$ cat src/cdt_defines.vh
`ifndef CDT_DEFINES_VH
`define CDT_DEFINES_VH
`define CDT_OFS_LSB      0
`define CDT_OFS_MSB      7
`define CDT_OFS_SHIFT    2
`define CDT_WORD_STEP    32'h00000004
`define CDT_PC_BIAS      32'h00000008
`define CDT_PC_REG       4'hF
`define CDT_BIT_L        20
`define CDT_BIT_W        21
`define CDT_BIT_N        22
`define CDT_BIT_U        23
`define CDT_BIT_P        24
`define CDT_RN_LSB       16
`define CDT_RN_MSB       19
`define CDT_CRD_LSB      12
`define CDT_CRD_MSB      15
`define CDT_CPN_LSB      8
`define CDT_CPN_MSB      11
`define CDT_CYC_I        2'h0
`define CDT_CYC_N        2'h1
`define CDT_CYC_S        2'h2
`define CDT_CNT_STEP     2'h1
`define CDT_LAST_COST    2'h2
`endif
$ cat src/cdt_addr_calc.v
`timescale 1ns/1ps
`default_nettype none
module cdt_addr_calc (
    input  wire [31:0] base_value,
    input  wire [7:0]  word_offset,
    input  wire        up_bit,
    input  wire        pre_bit,
    output wire [31:0] first_addr,
    output wire [31:0] modified_base
);
`include "cdt_defines.vh"
    wire [31:0] byte_ofs;
    assign byte_ofs      = {24'h000000, word_offset} << `CDT_OFS_SHIFT;
    assign modified_base = up_bit ? base_value + byte_ofs
                                  : base_value - byte_ofs;
    assign first_addr    = pre_bit ? modified_base : base_value;
endmodule // cdt_addr_calc
`default_nettype wire

$ cat src/cdt_agu.v
`timescale 1ns/1ps
`default_nettype none
`include "cdt_defines.vh"
module cdt_agu #(
    parameter CNT_W = 8
) (
    input  wire        clk,
    input  wire        rst,
    input  wire        start,
    input  wire [31:0] instr,
    input  wire        cond_pass,
    input  wire [31:0] instr_addr,
    input  wire [31:0] base_reg_value,
    input  wire        cp_absent,
    input  wire        cp_busy,
    input  wire        cp_last,
    input  wire        mem_abort,
    output reg  [31:0] mem_addr_ff,
    output reg         mem_req_ff,
    output reg         mem_write_ff,
    output reg         mem_seq_ff,
    output reg  [1:0]  cycle_type_ff,
    output reg         cp_go_ff,
    output reg         long_xfer_ff,
    output reg  [3:0]  coprocessor_number_field_ff,
    output reg  [3:0]  coproc_first_register_field_ff,
    output reg         wb_en_ff,
    output reg  [3:0]  wb_reg_ff,
    output reg  [31:0] wb_value_ff,
    output reg         data_abort_ff,
    output reg         undef_ff,
    output reg         done_ff,
    output reg         busy_ff,
    output reg  [CNT_W-1:0] words_ff,
    output reg  [CNT_W-1:0] wait_cycles_ff,
    output reg  [CNT_W-1:0] total_cycles_ff
);
    localparam ST_IDLE = 2'h0;
    localparam ST_WAIT = 2'h1;
    localparam ST_XFER = 2'h2;

    reg  [1:0]  state_ff;
    reg  [31:0] mod_base_ff;
    reg         wb_req_ff;
    reg  [3:0]  base_reg_field_ff;
    reg         aborted_ff;
    reg  [1:0]  nxt_state;

    wire [3:0]  base_register_field;
    wire [31:0] base_value;
    wire [31:0] first_addr;
    wire [31:0] modified_base;
    wire        pc_base;

    assign base_register_field = instr[`CDT_RN_MSB:`CDT_RN_LSB];
    assign pc_base    = (base_register_field == `CDT_PC_REG);
    assign base_value = pc_base ? instr_addr + `CDT_PC_BIAS : base_reg_value;

    cdt_addr_calc u_calc (
        .base_value    (base_value),
        .word_offset   (instr[`CDT_OFS_MSB:`CDT_OFS_LSB]),
        .up_bit        (instr[`CDT_BIT_U]),
        .pre_bit       (instr[`CDT_BIT_P]),
        .first_addr    (first_addr),
        .modified_base (modified_base)
    );

    // Cost counters stick at all ones rather than wrap on a very long busy-wait
    function [CNT_W-1:0] cnt_add;
        input [CNT_W-1:0] value;
        input [1:0]       step;
        reg   [CNT_W:0]   sum;
        begin
            sum     = {1'b0, value} + {{(CNT_W-1){1'b0}}, step};
            cnt_add = sum[CNT_W] ? {CNT_W{1'b1}} : sum[CNT_W-1:0];
        end
    endfunction

    // Next state kept apart; only state_ff follows it, the output flops decode state_ff and the inputs
    always @* begin
        nxt_state = state_ff;
        case (state_ff)
            ST_IDLE: begin
                if (start && cond_pass)
                    nxt_state = ST_WAIT;
            end
            ST_WAIT: begin
                if (cp_absent)
                    nxt_state = ST_IDLE;
                else if (!cp_busy)
                    nxt_state = ST_XFER;
            end
            ST_XFER: begin
                if (cp_last)
                    nxt_state = ST_IDLE;
            end
            default: nxt_state = ST_IDLE;
        endcase
    end

    always @(posedge clk) begin
        if (rst) begin
            state_ff                       <= ST_IDLE;
            mem_addr_ff                    <= 32'h00000000;
            mem_req_ff                     <= 1'b0;
            mem_write_ff                   <= 1'b0;
            mem_seq_ff                     <= 1'b0;
            cycle_type_ff                  <= `CDT_CYC_I;
            cp_go_ff                       <= 1'b0;
            long_xfer_ff                   <= 1'b0;
            coprocessor_number_field_ff    <= 4'h0;
            coproc_first_register_field_ff <= 4'h0;
            wb_en_ff                       <= 1'b0;
            wb_reg_ff                      <= 4'h0;
            wb_value_ff                    <= 32'h00000000;
            data_abort_ff                  <= 1'b0;
            undef_ff                       <= 1'b0;
            done_ff                        <= 1'b0;
            busy_ff                        <= 1'b0;
            words_ff                       <= {CNT_W{1'b0}};
            wait_cycles_ff                 <= {CNT_W{1'b0}};
            total_cycles_ff                <= {CNT_W{1'b0}};
            mod_base_ff                    <= 32'h00000000;
            wb_req_ff                      <= 1'b0;
            base_reg_field_ff              <= 4'h0;
            aborted_ff                     <= 1'b0;
        end else begin
            done_ff       <= 1'b0;
            wb_en_ff      <= 1'b0;
            data_abort_ff <= 1'b0;
            undef_ff      <= 1'b0;
            state_ff      <= nxt_state;
            case (state_ff)
                ST_IDLE: begin
                    mem_req_ff <= 1'b0;
                    if (start && cond_pass) begin
                        coprocessor_number_field_ff    <= instr[`CDT_CPN_MSB:`CDT_CPN_LSB];
                        coproc_first_register_field_ff <= instr[`CDT_CRD_MSB:`CDT_CRD_LSB];
                        long_xfer_ff      <= instr[`CDT_BIT_N];
                        mem_write_ff      <= ~instr[`CDT_BIT_L];
                        // Post-index alone never writes back; PC never written back
                        wb_req_ff         <= instr[`CDT_BIT_W] & ~pc_base;
                        mod_base_ff       <= modified_base;
                        base_reg_field_ff <= base_register_field;
                        mem_addr_ff       <= first_addr;
                        cp_go_ff          <= 1'b1;
                        busy_ff           <= 1'b1;
                        aborted_ff        <= 1'b0;
                        words_ff          <= {CNT_W{1'b0}};
                        wait_cycles_ff    <= {CNT_W{1'b0}};
                        total_cycles_ff   <= {CNT_W{1'b0}};
                        cycle_type_ff     <= `CDT_CYC_I;
                    end else if (start) begin
                        done_ff <= 1'b1;
                    end
                end
                ST_WAIT: begin
                    if (cp_absent) begin
                        // No coprocessor claimed the number: hand off, no access
                        undef_ff <= 1'b1;
                        done_ff  <= 1'b1;
                        cp_go_ff <= 1'b0;
                        busy_ff  <= 1'b0;
                    end else if (cp_busy) begin
                        wait_cycles_ff  <= cnt_add(wait_cycles_ff, `CDT_CNT_STEP);
                        total_cycles_ff <= cnt_add(total_cycles_ff, `CDT_CNT_STEP);
                        cycle_type_ff   <= `CDT_CYC_I;
                    end else begin
                        mem_req_ff    <= 1'b1;
                        mem_seq_ff    <= 1'b0;
                        cycle_type_ff <= `CDT_CYC_N;
                    end
                end
                ST_XFER: begin
                    words_ff        <= cnt_add(words_ff, `CDT_CNT_STEP);
                    total_cycles_ff <= cnt_add(total_cycles_ff, `CDT_CNT_STEP);
                    if (mem_abort)
                        aborted_ff <= 1'b1;
                    if (cp_last) begin
                        // Final N cycle covers the internal step after the last word
                        mem_req_ff      <= 1'b0;
                        cycle_type_ff   <= `CDT_CYC_N;
                        total_cycles_ff <= cnt_add(total_cycles_ff, `CDT_LAST_COST);
                        wb_en_ff        <= wb_req_ff;
                        wb_reg_ff       <= base_reg_field_ff;
                        wb_value_ff     <= mod_base_ff;
                        data_abort_ff   <= aborted_ff | mem_abort;
                        cp_go_ff        <= 1'b0;
                        busy_ff         <= 1'b0;
                        done_ff         <= 1'b1;
                    end else begin
                        mem_addr_ff   <= mem_addr_ff + `CDT_WORD_STEP;
                        mem_seq_ff    <= 1'b1;
                        cycle_type_ff <= `CDT_CYC_S;
                    end
                end
                // An illegal code drops the request and the claim at once
                default: begin
                    mem_req_ff <= 1'b0;
                    cp_go_ff   <= 1'b0;
                    busy_ff    <= 1'b0;
                end
            endcase
        end
    end
endmodule // cdt_agu
`default_nettype wire

$ cat config.mk
export PLATFORM = sky130hd
export DESIGN_NAME = cdt_agu
export DESIGN_NICKNAME = d
export VERILOG_FILES = /design/src/cdt_addr_calc.v /design/src/cdt_agu.v
export VERILOG_INCLUDE_DIRS = /design/src
export SDC_FILE = /design/constraint.sdc
export NUM_CORES = 1
export LEC_CHECK = 0
export CORE_ASPECT_RATIO = 0.8
export CORE_MARGIN = 3
export CORE_UTILIZATION = 27
export CTS_CLUSTER_DIAMETER = 40
export DETAILED_ROUTE_END_ITERATION = 16
export DONT_BUFFER_PORTS = 1
export SLEW_MARGIN = 20
export SYNTH_ARGS = -nofsm -noshare
export SYNTH_HDL_FRONTEND = slang
export SYNTH_SLANG_ARGS = --single-unit
$ cat constraint.sdc
create_clock -name clk -period 5.2 [get_ports clk]
set_clock_uncertainty 0.2 [all_clocks]
set_input_delay 1.56 -clock clk [delete_from_list [all_inputs] [get_ports clk]]
set_output_delay 1.56 -clock clk [all_outputs]
set_load 0.005 [all_outputs]
Yosys cells after proc, flatten, opt, wreduce, memory -nomap -nowiden:

Cells that the tools add are included.

* add/sub/neg operators: 8
* $mul: 0
* div/mod/pow operators: 0
* $lt $le $gt $ge: 0
* equality and inequality tests: 12
* shifts and indexed selects: 0
* mux-type cells: 48
* bitwise logic cells: 7
* reduce and logical (&&, ||, !) cells: 20

Operators by type and width (number)
* $mux W32: 5
* $mux W8: 10
* $pmux W32 S2: 1
* $add A32 B10 Y32: 1
* $add A32 B3 Y32 const B: 1
* $add A32 B4 Y32 const B: 1
* $pmux W8 S2: 2
* $sub A32 B10 Y32: 1
* $add A8 B1 Y9 const B: 3
* $pmux W8 S3: 1
* $reduce_and A3 Y1: 6
* $ne A2 B2 Y1 const B: 8
* $mux W1: 15
* $mux W2: 7
* $pmux W2 S3: 2
* $reduce_and A4 Y1: 3
* $add A8 B2 Y9 const B: 1
* $pmux W1 S2: 3
* $pmux W1 S3: 2
* $reduce_and A2 Y1: 3
* $reduce_bool A2 Y1: 3
* $not A1 Y1: 5
* $eq A4 B4 Y1 const B: 1
* $ne A3 B3 Y1 const B: 1
* other kinds (9): 9

* flip-flop bits (word level): 151
* bits in latches: 0
* bits in writable memories: 0
* bits in read-only memories: 0
* input bits: 104
* output and inout bits: 112
* logic and storage cells: 118
* memories: 0

Depth between registers and ports, before layout:

* word-level depth: 7
* depth in mapped cells: 18
* mapped depth without buffers: 17

Hierarchy:

A second synthesis with hierarchy kept.

* cell total of the unflattened synthesis: 1399
* area, all modules: 10316.1 um^2

By module, submodules not included
* cdt_agu: instances 1, cells an instance 1046, area each 7836.3 um^2, seq. area each 3022.9 um^2
* cdt_addr_calc: instances 1, cells an instance 353, area each 2479.9 um^2, seq. area each 0.0 um^2

Least setup slack after synthesis:

OpenSTA, ideal clock, no wires.

* kind: input to register
* start point: input port instr_addr[3]
* end point: register mem_addr_ff[31]
* library setup time: 0.095 ns
* arrival: 5.115 ns
* required time: 4.905 ns
* path slack: -0.210 ns
* stages on the path: 18
* path buffers: 1
* cell sequence: ha_1 > nand4_2 > or4_1 > buf_2 > nand2b_4 > nor2_1 > xnor2_1 > o21ai_0 > ha_1 > a21o_1 > o21a_1 > a311o_1 > and3_1 > a31oi_4 > a31oi_1 > nor4_1 > a211oi_1 > a221oi_1

* word-level cells in the longest chain between the ends: 7
* elaborated cells on any way between the ends: 8
* classes of those cells: add/sub (3); mux (5)

RTL lines
* start, declared: line cdt_agu.v:12 `input wire [31:0] instr_addr,`
* $add A32 B4 Y32 (no line) (*)
* $mux W32 (*): line cdt_agu.v:57 `` assign base_value = pc_base ? instr_addr + `CDT_PC_BIAS : base_reg_value; ``
* $sub A32 B10 Y32 / $add A32 B10 Y32 (equally long branches): line cdt_addr_calc.v:15, cdt_addr_calc.v:14
* $mux W32: line cdt_addr_calc.v:14 `assign modified_base = up_bit ? base_value + byte_ofs`
* $mux W32 (*): line cdt_addr_calc.v:16 `assign first_addr = pre_bit ? modified_base : base_value;`
* $mux W32 (*): line cdt_agu.v:136 `if (start && cond_pass) begin`
* $pmux W32 S2 (*): line cdt_agu.v:133 `case (state_ff)`
* end signal, assigned: line cdt_agu.v:145 `mem_addr_ff <= first_addr;`
* end signal, assigned: line cdt_agu.v:192 `` mem_addr_ff <= mem_addr_ff + `CDT_WORD_STEP; ``
* end, declared: line cdt_agu.v:18 `output reg [31:0] mem_addr_ff,`

Every way passes the cells marked *; elsewhere a longest branch is shown, timed or not. The select of a mux whose other input is x is not followed.
A chain may end at the register's enable or synchronous reset.

Final worst setup path:

* start point: input port instr_addr[4]
* end point: register mem_addr_ff[29]

The elaborated chain is that of the path after synthesis.

==> reports/metrics.yaml <==
grt_pass1_vias: 8930
syn_avg_cell_area_sq_um: 7.29
rsz0062_at_grt: "false"
grt_max_degree: 145
drv_cap: 0
fin_setup_tns_ns: 0
ys_types: 72
startpoint_type: "input pin"
worstReg2RegStart: "state_ff[0]"
io-pin-count: 216
dieWidth_um: 217
hpwl_mm: 26.0
cts_tree: "built"
rows: 61
routed_wl_mm: 34.4
num-nets-final: 1504
peakVddDrop_uv: 188
port_buffers: 0
routedWlPerCell_um: 18.7
core_area_sq_um: 34900
cp.arrival_ns: 5.11
final_util: 0.323
synth_area_sq_um: 9600
r2r_cells: 8
htree_levels: 4
postCtsSetupRepairBufs: 0
crit_required_ns: 5.31
reg2reg_slack_ns: 1.81
grt_pass1_wl_mm: 52.0
whs_path_depth: 2
setup_viol: 0
drtPass1Iterations: 5
worstMarginPinSlew_ns: 0.795
synthCells: 1318
fin_crit_sh: 0.962
dieArea_sq_um: 37900
gp_congestion: 0.908
antenna_found_initial: 0
synth_ff_type: "dfxtp_1"
yosysSeqAreaShare: 0.315
status: "complete, no violations"
setup_slack_ns: 0.196
layout_commonest_cell: "nand2_1"
regArea_sq_um: 3020
finalCriticalPeriod_ns: 5.00
report.final.slew_viol_count: 0
p_per_area_nw_per_um2: 331
critPathKind: "in -> reg"
start_util: 0.275
drt_iter0_markers: 832
cts-root-buf: "clkbuf_16"
gr-total-overflow: 0
synth_edf_count: 0
cts-resized-gates: 0
synth_warnings: 0
vias_per_cell: 5.32
grtUsageTotal: 0.175
insertion_delay_ns: 0.43
max_freq_mhz: 200
whs_ns: 0.253
clk_path_buf_depth: 2
antenna_left: 0
dr_total_vias: 9801
finalHoldViolCount: 0
slew_headroom: 0.470
diodes: 0
min_from: "wb_req_ff"
fillers: 3756
syn_nets: 1464
cts-hold-fix-buffers: 0
ys_ff_latch: 151
numCtsBuffers: 17
r2r-end: "mem_addr_ff[6]"
cts.sinks: 151
path_max_fanout: 4
place_ws_ns: -0.158
multi_input_comb_area_sq_um: 6210
clk_pin_slew_ns: 0.07
die_y_um: 175
layout_common_cells: "254 x nand2_1, 177 x a21oi_1, 151 x dfxtp_1"
holdPathEnd: "wb_req_ff"
async_reset_ff_frac: 0
drive_above_1_share: 0.126
p_leak_nw: 4.24
min_path_type: "reg -> reg"
drc: 0
synthToLayoutAreaGrowth_pct: 17.5
critPathCaptureType: "register"
[layer usage]
layer,vias to the layer above,GRT usage,share of wire
li1,4762,-,-
met1,4627,0.246,0.47
met2,379,0.259,0.42
met3,33,0.0495,0.083
met4,0,0.0503,0.022
met5,-,0,0
[cell families (layout without fill, tap and decap cells)]
group | count (synthesis) | count (layout) | share of synthesized area
xor+xnor | 70 | 70 | 0.0638
simple gates | 522 | 522 | 0.240
mux | 35 | 35 | 0.0390
flops | 151 | 151 | 0.315
fa+ha+maj | 42 | 42 | 0.0555
compound gates | 390 | 390 | 0.244
buf+inv | 108 | 161 | 0.0429
[through the flow]
step | cells | power (mW) | area [sq um]
floorplan | 1318 | 2.06 | 9640
global placement | 1811 | 2.47 | 10700
detailed placement | 1811 | 2.48 | 10700
CTS | 1843 | 3.76 | 11300
global route | 1843 | 3.93 | 11300
finish | 1843 | 3.73 | 11300
[power by group]
part	switching [mW]	total (mW)	leakage [nW]	internal [mW]
registers	0.122	1.38	1.23	1.25
logic	0.677	1.10	2.72	0.423
clock network	0.609	1.26	0.294	0.650
[critical path: stages]
cell      delay (ns)
ha_4            0.13
nand4_4         0.08
or4_1           0.46
buf_4           0.18
xor2_1          0.14
o21ai_0         0.24
ha_1            0.31
a21o_1          0.21
a21oi_1         0.18
a21boi_0        0.22
nand3_1         0.22
a31oi_4         0.31
a31oi_1         0.13
xor2_1          0.29
mux2i_1         0.17
o41ai_1         0.29
[worst max-delay path by stage]
stage	startpoint	end	slack [ns]	cells after the start
2_1_floorplan	instr_addr[4]	mem_addr_ff[31]	0.06	18
3_3_place_gp	instr_addr[4]	mem_addr_ff[31]	-0.07	17
3_5_place_dp	instr_addr[4]	mem_addr_ff[29]	-0.16	16
4_1_cts	instr_addr[4]	mem_addr_ff[29]	0.27	16
5_1_grt	instr_addr[4]	mem_addr_ff[29]	0.002	16
6_report	instr_addr[4]	mem_addr_ff[29]	0.20	16
[cell type report]
class	count	area share
Clock buffer	17	0.0377
Clock inverter	15	0.0159
Inverter	35	0.0116
Multi-Input combinational cell	1059	0.551
Sequential cell	151	0.268
Tap cell	472	0.0524
Timing Repair Buffer	94	0.0637
[flip-flops by register name, summed over array words and instances, names as in the netlist, 2 cells and up]
signal / cells
mod_base_ff: 32
mem_addr_ff: 32
coprocessor_number_field_ff: 4
wb_value_ff: 32
coproc_first_register_field_ff: 4
cycle_type_ff: 2
total_cycles_ff: 8
state_ff: 2
wait_cycles_ff: 8
words_ff: 8
base_reg_field_ff: 4
wb_reg_ff: 4
[synth_stat cells (all sizes together) (8+ instances only)]
library cell | count | area [sq um]
nand4 | 15 | 106
inv | 34 | 128
a222oi | 9 | 90.1
mux2i | 16 | 160
o211ai | 9 | 67.6
nand3 | 45 | 225
a21oi | 177 | 886
nor3 | 26 | 135
xnor2 | 43 | 377
nor2 | 117 | 447
buf | 9 | 40.0
dfxtp | 151 | 3020
a211oi | 14 | 105
a41oi | 8 | 70.1
o21ai | 90 | 458
nand2b | 9 | 63.8
clkbuf | 64 | 240
a31oi | 17 | 121
nand2 | 254 | 953
and3 | 30 | 189
a21o | 19 | 143
xor2 | 27 | 236
mux2 | 19 | 214
ha | 41 | 513
(Power assumes the default switching activity.)
